--- config.mk ---
export PLATFORM = sky130hd
export DESIGN_NAME = lfc_top
export DESIGN_NICKNAME = d
export VERILOG_FILES = /design/src/include/lfc_pkg.sv /design/src/hw/lfc_top.sv
export SDC_FILE = /design/constraint.sdc
export NUM_CORES = 1
export LEC_CHECK = 0
export BUFFER_PORTS_ARGS = -buffer_cell sky130_fd_sc_hd__buf_2
export CAP_MARGIN = 10
export CORE_UTILIZATION = 49
export DETAILED_ROUTE_END_ITERATION = 16
export PLACE_DENSITY = 0.73
export SLEW_MARGIN = 25
export SYNTH_ARGS = -nofsm -noshare
export SYNTH_HDL_FRONTEND = slang
export SYNTH_SLANG_ARGS = --single-unit
--- constraint.sdc ---
create_clock -name clk_i -period 2.64 [get_ports clk_i]
set_input_delay 0.528 -clock clk_i [delete_from_list [all_inputs] [get_ports clk_i]]
set_output_delay 0.528 -clock clk_i [all_outputs]
set_load 0.01 [all_outputs]
--- src/include/lfc_pkg.sv ---
// package for the led flash fault control block
package lfc_pkg;
  localparam logic [7:0] LFC_LEVEL_HIGH = 8'h40;
  localparam logic [1:0] LFC_MODE_STBY  = 2'h0;
  localparam logic [1:0] LFC_MODE_IND   = 2'h1;
  localparam logic [1:0] LFC_MODE_TORCH = 2'h2;
  localparam logic [1:0] LFC_MODE_FLASH = 2'h3;
  localparam logic [1:0] LFC_MASK_TX    = 2'h1;
  // register byte addresses
  localparam logic [7:0] LFC_A_LEVEL1 = 8'h00;
  localparam logic [7:0] LFC_A_LEVEL2 = 8'h04;
  localparam logic [7:0] LFC_A_CTRL   = 8'h08;
  localparam logic [7:0] LFC_A_CFG    = 8'h0c;
  localparam logic [7:0] LFC_A_FAULT  = 8'h10;
  localparam logic [7:0] LFC_A_STAT   = 8'h14;
  // ctrl: [1:0] mode, [3:2] mask mode, [4] strobe on, [5] strobe level type
  // cfg:  [0] freq switch, [1] skip, [2] boost, [3] const v, [4] ntc, [15:8] timeout
  localparam int LFC_C_STROBE = 4;
  localparam int LFC_C_STYPE  = 5;
  localparam int LFC_F_FSW    = 0;
  localparam int LFC_F_SKIP   = 1;
  localparam int LFC_F_BOOST  = 2;
  localparam int LFC_F_CONSTV = 3;
  localparam int LFC_F_NTC    = 4;
  // fault bit positions
  localparam int LFC_B_OVP   = 0;
  localparam int LFC_B_SHORT = 1;
  localparam int LFC_B_OTEMP = 2;
  localparam int LFC_B_MASK  = 3;
  localparam int LFC_B_TOUT  = 4;
  localparam int LFC_B_NTC   = 5;
  // timeout granularity
  localparam int LFC_TICK_NS   = 1000;
  localparam int LFC_CLK_NS    = 4;
  localparam int LFC_TICK_CYC  = LFC_TICK_NS / LFC_CLK_NS;
  typedef enum logic [1:0] {
    LFC_REG_PWM   = 2'b00,
    LFC_REG_SKIP  = 2'b01,
    LFC_REG_SWPWM = 2'b10
  } lfc_regime_t;
  typedef struct packed {
    logic ovp;
    logic short_det;
    logic otemp;
    logic ntc;
    logic low_vds1;
    logic low_vds2;
    logic short1;
    logic short2;
    logic above1;
    logic above2;
    logic near_max_duty;
    logic started;
  } lfc_sense_t;
  typedef struct packed {
    logic        run;
    logic        src1_en;
    logic        src2_en;
    logic        ramp_down;
    logic        skip_force;
    logic        one_mhz;
    lfc_regime_t regime;
  } lfc_drive_t;
endpackage : lfc_pkg

--- src/hw/lfc_top.sv ---
// led flash fault control with wishbone register access
//
// Design decisions made here: the register offsets and register access over Wishbone.
`timescale 1ns/1ps
`default_nettype none
module lfc_top
  import lfc_pkg::*;
#(
  parameter int TICK_CYC = LFC_TICK_CYC
) (
  input  wire logic        clk_i,
  input  wire logic        rst_i,
  input  wire logic        wb_cyc_i,
  input  wire logic        wb_stb_i,
  input  wire logic        wb_we_i,
  input  wire logic [7:0]  wb_adr_i,
  input  wire logic [3:0]  wb_sel_i,
  input  wire logic [31:0] wb_dat_i,
  output logic      [31:0] wb_dat_o,
  output logic             wb_ack_o,
  input  wire logic        supply_low_i,
  input  wire logic        strobe_pin_i,
  input  wire logic        mask_pin_i,
  input  wire lfc_sense_t  sense_i,
  input  wire logic        dual_lamp_i,
  output lfc_drive_t       drive_o
);
  // refuse a tick divider below one; one too large for the 16-bit counter is not refused
  if (TICK_CYC < 1) begin : g_bad_tick
    $error("TICK_CYC must be at least 1");
  end

  // pin and comparator synchronisers
  localparam int SW = $bits(lfc_sense_t) + 3;
  logic [SW-1:0] sy1_reg;
  logic [SW-1:0] sy2_reg;
  always_ff @(posedge clk_i) begin
    sy1_reg <= {supply_low_i, strobe_pin_i, mask_pin_i, sense_i};
    sy2_reg <= sy1_reg;
  end
  lfc_sense_t s;
  logic       uvlo;
  logic       strobe;
  logic       mask;
  assign {uvlo, strobe, mask, s} = sy2_reg;
  logic rst;
  assign rst = rst_i | uvlo;

  logic [7:0]  level1_reg;
  logic [7:0]  level2_reg;
  logic [5:0]  ctrl_reg;
  logic [15:0] cfg_reg;
  logic [5:0]  fault_reg;
  logic        lamp1_off_reg;
  logic        lamp2_off_reg;
  logic        ot_hold_reg;
  logic        stop_reg;
  logic        flash_d_reg;
  logic [7:0]  tmr_reg;
  logic [15:0] tick_reg;
  logic        tout_stop_reg;

  logic [1:0] mode;
  logic [1:0] mmode;
  assign mode  = ctrl_reg[1:0];
  assign mmode = ctrl_reg[3:2];

  // bus decode
  logic acc;
  logic wr;
  logic rd_fault;
  assign acc      = wb_cyc_i & wb_stb_i & ~wb_ack_o;
  assign wr       = acc & wb_we_i;
  assign rd_fault = acc & ~wb_we_i & (wb_adr_i == LFC_A_FAULT);

  // fault detection
  logic mode_ind;
  logic flash;
  logic ovp_ev1;
  logic ovp_ev2;
  logic sh_ev1;
  logic sh_ev2;
  logic ovp_ev;
  logic sh_ev;
  logic ntc_ev;
  logic mask_ev;
  logic tout_ev;
  logic tout_done;
  logic single1;
  logic single2;
  assign mode_ind = (mode == LFC_MODE_IND);
  assign flash    = (mode == LFC_MODE_FLASH) & ~stop_reg;
  // overvoltage counts only with low vds, suppressed cases
  assign ovp_ev1 = s.ovp & s.low_vds1 & ~mode_ind & ~cfg_reg[LFC_F_CONSTV] & ~lamp1_off_reg;
  assign ovp_ev2 = s.ovp & s.low_vds2 & ~mode_ind & ~cfg_reg[LFC_F_CONSTV] & ~lamp2_off_reg;
  assign ovp_ev  = ovp_ev1 | ovp_ev2;
  // short after startup above current floor, off in mode 01
  assign sh_ev1 = s.short_det & s.started & s.short1 & s.above1 & ~mode_ind & ~lamp1_off_reg;
  assign sh_ev2 = s.short_det & s.started & s.short2 & s.above2 & ~mode_ind & ~lamp2_off_reg;
  assign sh_ev  = sh_ev1 | sh_ev2;
  assign ntc_ev  = s.ntc & cfg_reg[LFC_F_NTC];
  assign mask_ev = flash & (mmode == LFC_MASK_TX) & mask;
  // one lamp failing alone in a dual setup
  assign single1 = dual_lamp_i & (ovp_ev1 | sh_ev1) & ~(ovp_ev2 | sh_ev2) & ~lamp2_off_reg;
  assign single2 = dual_lamp_i & (ovp_ev2 | sh_ev2) & ~(ovp_ev1 | sh_ev1) & ~lamp1_off_reg;

  // flash timeout timer
  logic pin_flash;
  logic tick;
  assign pin_flash = ctrl_reg[LFC_C_STROBE] & ctrl_reg[LFC_C_STYPE];
  assign tick      = (tick_reg == 16'(TICK_CYC - 1));
  assign tout_ev   = flash & pin_flash & strobe & (tmr_reg >= cfg_reg[15:8]) & tick;
  assign tout_done = flash & ~ctrl_reg[LFC_C_STROBE] & (tmr_reg >= cfg_reg[15:8]) & tick;

  always_ff @(posedge clk_i) begin
    if (rst) begin
      flash_d_reg <= 1'b0;
      tmr_reg     <= 8'h00;
      tick_reg    <= 16'h0000;
    end else begin
      flash_d_reg <= flash;
      if (flash & ~flash_d_reg) begin
        tmr_reg  <= 8'h00;
        tick_reg <= 16'h0000;
      end else if (flash) begin
        tick_reg <= tick ? 16'h0000 : tick_reg + 16'h0001;
        if (tick && tmr_reg != 8'hff) tmr_reg <= tmr_reg + 8'h01;
      end
    end
  end

  // faults that zero the mode fields
  logic kill;
  assign kill = (ovp_ev & ~single1 & ~single2) | (sh_ev & ~single1 & ~single2) | ntc_ev;

  // control registers and mode field updates
  always_ff @(posedge clk_i) begin
    if (rst) begin
      level1_reg <= 8'h00;
      level2_reg <= 8'h00;
      ctrl_reg   <= 6'h00;
      cfg_reg    <= 16'h0000;
    end else begin
      if (wr && wb_adr_i == LFC_A_LEVEL1 && wb_sel_i[0]) level1_reg <= wb_dat_i[7:0];
      if (wr && wb_adr_i == LFC_A_LEVEL2 && wb_sel_i[0]) level2_reg <= wb_dat_i[7:0];
      if (wr && wb_adr_i == LFC_A_CTRL && wb_sel_i[0]) ctrl_reg <= wb_dat_i[5:0];
      if (wr && wb_adr_i == LFC_A_CFG) begin
        if (wb_sel_i[0]) cfg_reg[7:0] <= {3'h0, wb_dat_i[4:0]};
        if (wb_sel_i[1]) cfg_reg[15:8] <= wb_dat_i[15:8];
      end
      // zero both mode fields, overriding a write
      if (kill) ctrl_reg[3:0] <= 4'h0;
      // timer flash ends on its own
      else if (tout_done) ctrl_reg[1:0] <= LFC_MODE_STBY;
    end
  end

  // sticky faults, cleared on read; a new event wins
  always_ff @(posedge clk_i) begin
    if (rst) begin
      fault_reg <= 6'h00;
    end else begin
      fault_reg <= (rd_fault ? 6'h00 : fault_reg) | {ntc_ev, tout_ev | tout_done, mask_ev,
                   s.otemp, sh_ev, ovp_ev};
    end
  end

  // per-lamp disable and converter stop state
  always_ff @(posedge clk_i) begin
    if (rst) begin
      lamp1_off_reg <= 1'b0;
      lamp2_off_reg <= 1'b0;
      stop_reg      <= 1'b0;
      ot_hold_reg   <= 1'b0;
      tout_stop_reg <= 1'b0;
    end else begin
      if (single1) lamp1_off_reg <= 1'b1;
      if (single2) lamp2_off_reg <= 1'b1;
      if (mode == LFC_MODE_STBY) begin
        lamp1_off_reg <= 1'b0;
        lamp2_off_reg <= 1'b0;
      end
      // pin flash overrun ramps down until flash mode left
      if (tout_ev) tout_stop_reg <= 1'b1;
      else if (mode != LFC_MODE_FLASH) tout_stop_reg <= 1'b0;
      // overtemp stop; latched in constant voltage mode
      if (s.otemp) ot_hold_reg <= cfg_reg[LFC_F_CONSTV];
      else if (mode == LFC_MODE_STBY) ot_hold_reg <= 1'b0;
      stop_reg <= s.otemp | ot_hold_reg | tout_stop_reg | kill;
    end
  end

  // regime selection
  logic        hi_level;
  logic        fsw;
  lfc_regime_t regime;
  assign hi_level = (level1_reg >= LFC_LEVEL_HIGH) | (level2_reg >= LFC_LEVEL_HIGH);
  // boost forces switching off
  assign fsw = cfg_reg[LFC_F_FSW] & ~cfg_reg[LFC_F_BOOST];
  always_comb begin
    if (fsw && hi_level) regime = LFC_REG_SWPWM;
    else if (cfg_reg[LFC_F_SKIP]) regime = LFC_REG_SKIP;
    else regime = LFC_REG_PWM;
  end

  // converter and source drive, registered
  logic active;
  // timeout stops at once: ramp down never overlaps a running converter
  assign active = (mode != LFC_MODE_STBY) & ~stop_reg & ~kill & ~s.otemp & ~ntc_ev &
                  ~tout_ev & ~tout_stop_reg;
  always_ff @(posedge clk_i) begin
    if (rst) begin
      drive_o <= '0;
    end else begin
      drive_o.run       <= active;
      drive_o.src1_en   <= active & ~lamp1_off_reg & ~single1;
      drive_o.src2_en   <= active & ~lamp2_off_reg & ~single2;
      drive_o.ramp_down <= tout_stop_reg | tout_ev;
      // ceiling forces skipping in any regime; pfm only before startup
      drive_o.skip_force <= s.ovp | (regime == LFC_REG_SWPWM & ~s.started);
      // 1MHz only in switching regime near max duty
      drive_o.one_mhz   <= (regime == LFC_REG_SWPWM) & s.near_max_duty & active;
      drive_o.regime    <= regime;
    end
  end

  // wishbone read data and ack, one wait state
  always_ff @(posedge clk_i) begin
    if (rst) begin
      wb_ack_o <= 1'b0;
      wb_dat_o <= 32'h0000_0000;
    end else begin
      wb_ack_o <= acc;
      if (acc && !wb_we_i) begin
        unique case (wb_adr_i)
          LFC_A_LEVEL1: wb_dat_o <= {24'h0, level1_reg};
          LFC_A_LEVEL2: wb_dat_o <= {24'h0, level2_reg};
          LFC_A_CTRL:   wb_dat_o <= {26'h0, ctrl_reg};
          LFC_A_CFG:    wb_dat_o <= {16'h0, cfg_reg};
          LFC_A_FAULT:  wb_dat_o <= {26'h0, fault_reg};
          LFC_A_STAT:   wb_dat_o <= {24'h0, 2'(regime), lamp2_off_reg, lamp1_off_reg,
                                     ot_hold_reg, tout_stop_reg, stop_reg, active};
          default:      wb_dat_o <= 32'h0000_0000;
        endcase
      end
    end
  end
endmodule : lfc_top
`default_nettype wire

### After elaboration in Yosys (flattened, before gate mapping)

Index checks and enable logic that the tools add are counted.

| storage, ports and cells | value |
|---|---|
| flip-flop bits (word level) | 142 |
| input bits | 65 |
| logic and storage cells | 170 |

| cells by class | value |
|---|---|
| $add $sub $neg | 2 |
| magnitude comparators | 3 |
| eq/ne operators | 12 |
| multiplexer cells | 9 |
| bitwise logic cells | 94 |
| reduce and logical (&&, ||, !) cells | 23 |

Operator list:

| operator | number |
|---|---|
| one-hot mux 16 bit (6 select lines) | 1 |
| bitwise AND 1 bit | 59 |
| NOT 1 bit | 20 |
| adder 16 x 1 -> 16 bit, second input constant | 1 |
| == test 16 x 8 -> 1 bit, second input constant | 1 |
| == test 8 x 4 -> 1 bit, second input constant | 2 |
| == test 8 x 5 -> 1 bit, second input constant | 2 |
| greater-or-equal comparator 8 x 7 -> 1 bit, second input constant | 2 |
| two-way mux 16 bit | 1 |
| bitwise OR 1 bit | 14 |
| logical AND 1 bit | 10 |
| adder 8 x 1 -> 8 bit, second input constant | 1 |
| == test 8 x 3 -> 1 bit, second input constant | 1 |
| greater-or-equal comparator 8 bit | 1 |
| logical NOT 8 bit | 1 |
| != test 8 bit, second input constant | 1 |
| two-way mux 6 bit | 1 |
| bitwise OR 6 bit | 1 |
| AND reduction 2 bit | 3 |
| nonzero test 2 bit | 3 |
| OR reduction 2 bit | 3 |
| two-way mux 1 bit | 5 |
| == test 2 x 1 -> 1 bit, second input constant | 2 |
| == test 2 bit, second input constant | 2 |
| 5 further kinds | 5 |

### Longest topological paths before layout

| logic depth | value |
|---|---|
| word-level depth | 22 |
| depth in mapped cells | 8 |
| gate-level depth less buffers | 7 |

### Worst setup path after synthesis

OpenSTA, ideal clock, no wires.

| timing | value |
|---|---|
| kind | input-to-reg |
| start | in wb_adr_i[0] |
| end | reg ctrl_reg[0] |
| arrival | 2409 ps |
| path slack | 139 ps |
| stages on the path | 6 |
| path buffers | 1 |
| path through | or4_4 > or4b_1 > or3_1 > buf_2 > mux2i_1 > nor4_1 |

| between the ends | value |
|---|---|
| longest elaborated chain between the ends | 3 |

Ends and longest elaborated chain:

| what | RTL line | source |
|---|---|---|
| from (decl) | lfc_top.sv:16 | `input wire logic [7:0] wb_adr_i,` |
| == test 8 x 4 -> 1 bit | lfc_top.sv:146 | `if (wr && wb_adr_i == LFC_A_CTRL && wb_sel_i[0]) ctrl_reg <= wb_dat_i[5:0];` |
| logical AND 1 bit (2 in a row) | lfc_top.sv:146 |  |
| to (signal assigned) | lfc_top.sv:146 |  |
| to (decl) | lfc_top.sv:51 | `logic [5:0] ctrl_reg;` |

No other way between the ends.
A chain may end at the register's enable or synchronous reset.

### Final worst setup path

| timing | value |
|---|---|
| start | in wb_adr_i[0] |
| end | reg ctrl_reg[1] |

The elaborated chain is that of the path after synthesis.

==> results.py <==
metrics = {
    "drt": {
        "firstDrtPassIters": 5,
        "dr_total_vias": 4050,
        "drt_first_iter_violations": 210,
        "drc_errors": 0,
        "wl_mm": 11.2,
        "drtAntennaViolNets": 0,
        "vias_per_cell": 5.44,
        "wl_per_cell_um": 15.1,
    },
    "critical_path": {
        "arrival_ns": 2.63,
        "cp-end-kind": "flop",
        "crit_required_ns": 3.06,
        "critPathKind": "in -> reg",
        "cp-start-kind": "input port",
        "path_max_fanout": 6,
        "rr_worst_depth": 5,
    },
    "logic_synthesis": {
        "yosys_register_bits": 126,
        "syn_area_sq_um": 5070,
        "synth_top_area_share_pct": 49.7,
        "async_flop_share_pct": 0,
        "ys_seq_area_share_pct": 49.7,
        "synth_warnings": 0,
        "syn-mean-instance-area_sq_um": 9.78,
        "synth_edf_count": 0,
        "synthCells": 519,
        "synth_flop_cell": "dfxtp_1",
        "yosys-top-cells-count": "126 x dfxtp_1, 93 x nor2_1, 39 x mux2i_1, 22 x nand2_1, 18 x clkbuf_1",
        "synth_most_common_cell": "dfxtp_1",
        "yosysTopAreaCell": "dfxtp_1",
        "synth_area_leaders": "dfxtp_1 50%, mux2i_1 7.7%, nor2_1 6.9%",
        "ys_types": 56,
    },
    "cells_and_area": {
        "n_fill_cell": 849,
        "seq_area_sq_um": 2520,
        "nNetsFinal": 675,
        "drive_above_1_share_pct": 22.1,
        "antenna_cells": 0,
        "syn2layout_area_growth_pct": 21.1,
        "multi_input_area_sq_um": 2360,
    },
    "placed_design": {
        "place_hpwl_mm": 7.65,
        "port_buffers": 71,
        "place_ws_ns": -0.0697,
        "routabilityCongestion": 0.872,
    },
    "cts": {
        "cts_buffers": 17,
        "postCtsSetupBuffers": 0,
        "cts_buffer_depth": 2,
        "holdBufCountCts": 0,
        "clock_latency_ns": 0.53,
        "htree_levels": 4,
        "cts-root-buf": "clkbuf_8",
        "cts_tree": "yes",
        "cts_resized": 0,
        "clock-sinks": 126,
        "clk_pin_slew_ns": 0.06,
    },
    "timing": {
        "fin_setup_tns_ns": 0,
        "fin_crit_ns": 2.21,
        "finalMaxSlewViolations": 0,
        "final-hold-violation-count": 0,
        "setup_violations": 0,
        "timing.final.crit_share_pct": 83.7,
        "fmax_mhz": 452,
        "tightest_slew_ns": 0.657,
        "worst_clock_skew_ns": 0.00938,
        "fin_ws_ns": 0.429,
        "maxSlewHeadroom_pct": 55.6,
        "rsz0062_at_grt": "false",
    },
    "floorplan": {
        "rows": 36,
        "core_sq_um": 9910,
        "num_io_pins": 106,
        "die_height_um": 104,
        "dieArea_sq_um": 10800,
        "initial_core_util_pct": 51.2,
        "die_w_um": 104,
    },
    "global_routing": {
        "grt_max_degree": 60,
        "overflow": 0,
        "grt_pass1_wl_mm": 18.9,
        "track_usage_pct": 22.1,
        "antenna_found_initial": 0,
        "grt_pass1_vias": 3916,
    },
    "worst_hold_path": {
        "min_path_cells": 1,
        "hp-class": "in -> reg",
    },
    "pwr": {
        "p_leak_nw": 2.49,
        "powerDensity_nw_per_um2": 720,
        "irDropWorstVdd_mv": 0.397,
    },
    "flow_run": {
        "drv_cap": 0,
    },
    "outcome": {
        "status": "finished clean",
    },
}
[worst max-delay path, cell delays in order]
cell     delay (ns)
buf_2          0.09
or4_4          0.53
or4b_1         0.56
or3_1          0.53
mux2i_1        0.17
nor4_1         0.21
[through the flow]
| stage | hold slack, ns | std cells | utilization (%) | total power, mW | area (sq um) |
|---|---|---|---|---|---|
| after floorplan | 0.310 | 534 | - | 2.08 | 5130 |
| after global placement | 0.311 | 713 | 56.0 | 2.13 | 5550 |
| after detailed placement | 0.313 | 713 | 56.0 | 2.13 | 5550 |
| after CTS | 0.0909 | 745 | 62.0 | 4.44 | 6140 |
| after global routing | 0.0813 | 745 | 62.0 | 4.56 | 6140 |
| final | 0.0998 | 745 | 62.0 | 4.43 | 6140 |
[cell families (layout without fill, tap and decap cells)]
logic type / Yosys count / in the layout / share of synthesized area [%]
buffers and inverters: 51 / 129 / 5.08
other: 1 / 16 / 0.0739
and+or+nand+nor: 204 / 204 / 20.0
muxes: 49 / 49 / 11.2
xor gates and xnor gates: 19 / 19 / 3.28
adders and majority gates: 11 / 11 / 2.71
AOI/OAI and AO/OA: 58 / 58 / 7.94
DFF: 126 / 126 / 49.7
[cells in the final DEF (no fill, tap or decap), drive strengths merged, types with 11 or more instances in the layout]
master / netlist / layout
a22oi: 12 / 12
mux2i: 39 / 39
nor3: 17 / 17
ha: 11 / 11
nor2: 93 / 93
xnor2: 12 / 12
nand2: 22 / 22
buf: 21 / 85
clkbuf: 18 / 18
nand3: 13 / 13
inv: 12 / 22
dfxtp: 126 / 126
conb: 1 / 16
[final cells by class]
cell class / count / share of cell area, %
clock buffer: 18 / 6.96
clock inverter: 14 / 2.71
inverter: 12 / 0.733
multi-input combinational: 357 / 38.3
sequential: 126 / 41.1
tap: 133 / 2.71
timing repair buffer: 85 / 7.49
[metal layers]
layer / track usage, % / share of wire (%)
met1: 28.0 / 45
met2: 36.0 / 47
met3: 5.29 / 6.0
met4: 9.29 / 2.2
met5: 0 / 0
[power by group]
| part | switching (mW) | total, mW | internal (mW) |
|---|---|---|---|
| Combinational | 0.0929 | 0.150 | 0.0571 |
| Sequential | 0.0127 | 1.94 | 1.93 |
| Clock | 0.930 | 2.33 | 1.40 |
[final timing paths]
check | from | end | slack, ns
worst max-delay path | wb_adr_i[0] | ctrl_reg[1] | 0.43
worst min-delay path | sense_i[4] | sy1_reg[4] | 0.1
worst max register to register | ctrl_reg[0] | tick_reg[2] | 0.48
worst min register to register | sy1_reg[11] | sy2_reg[11] | 0.33
No activity file was read; power rests on OpenSTA's default activity.
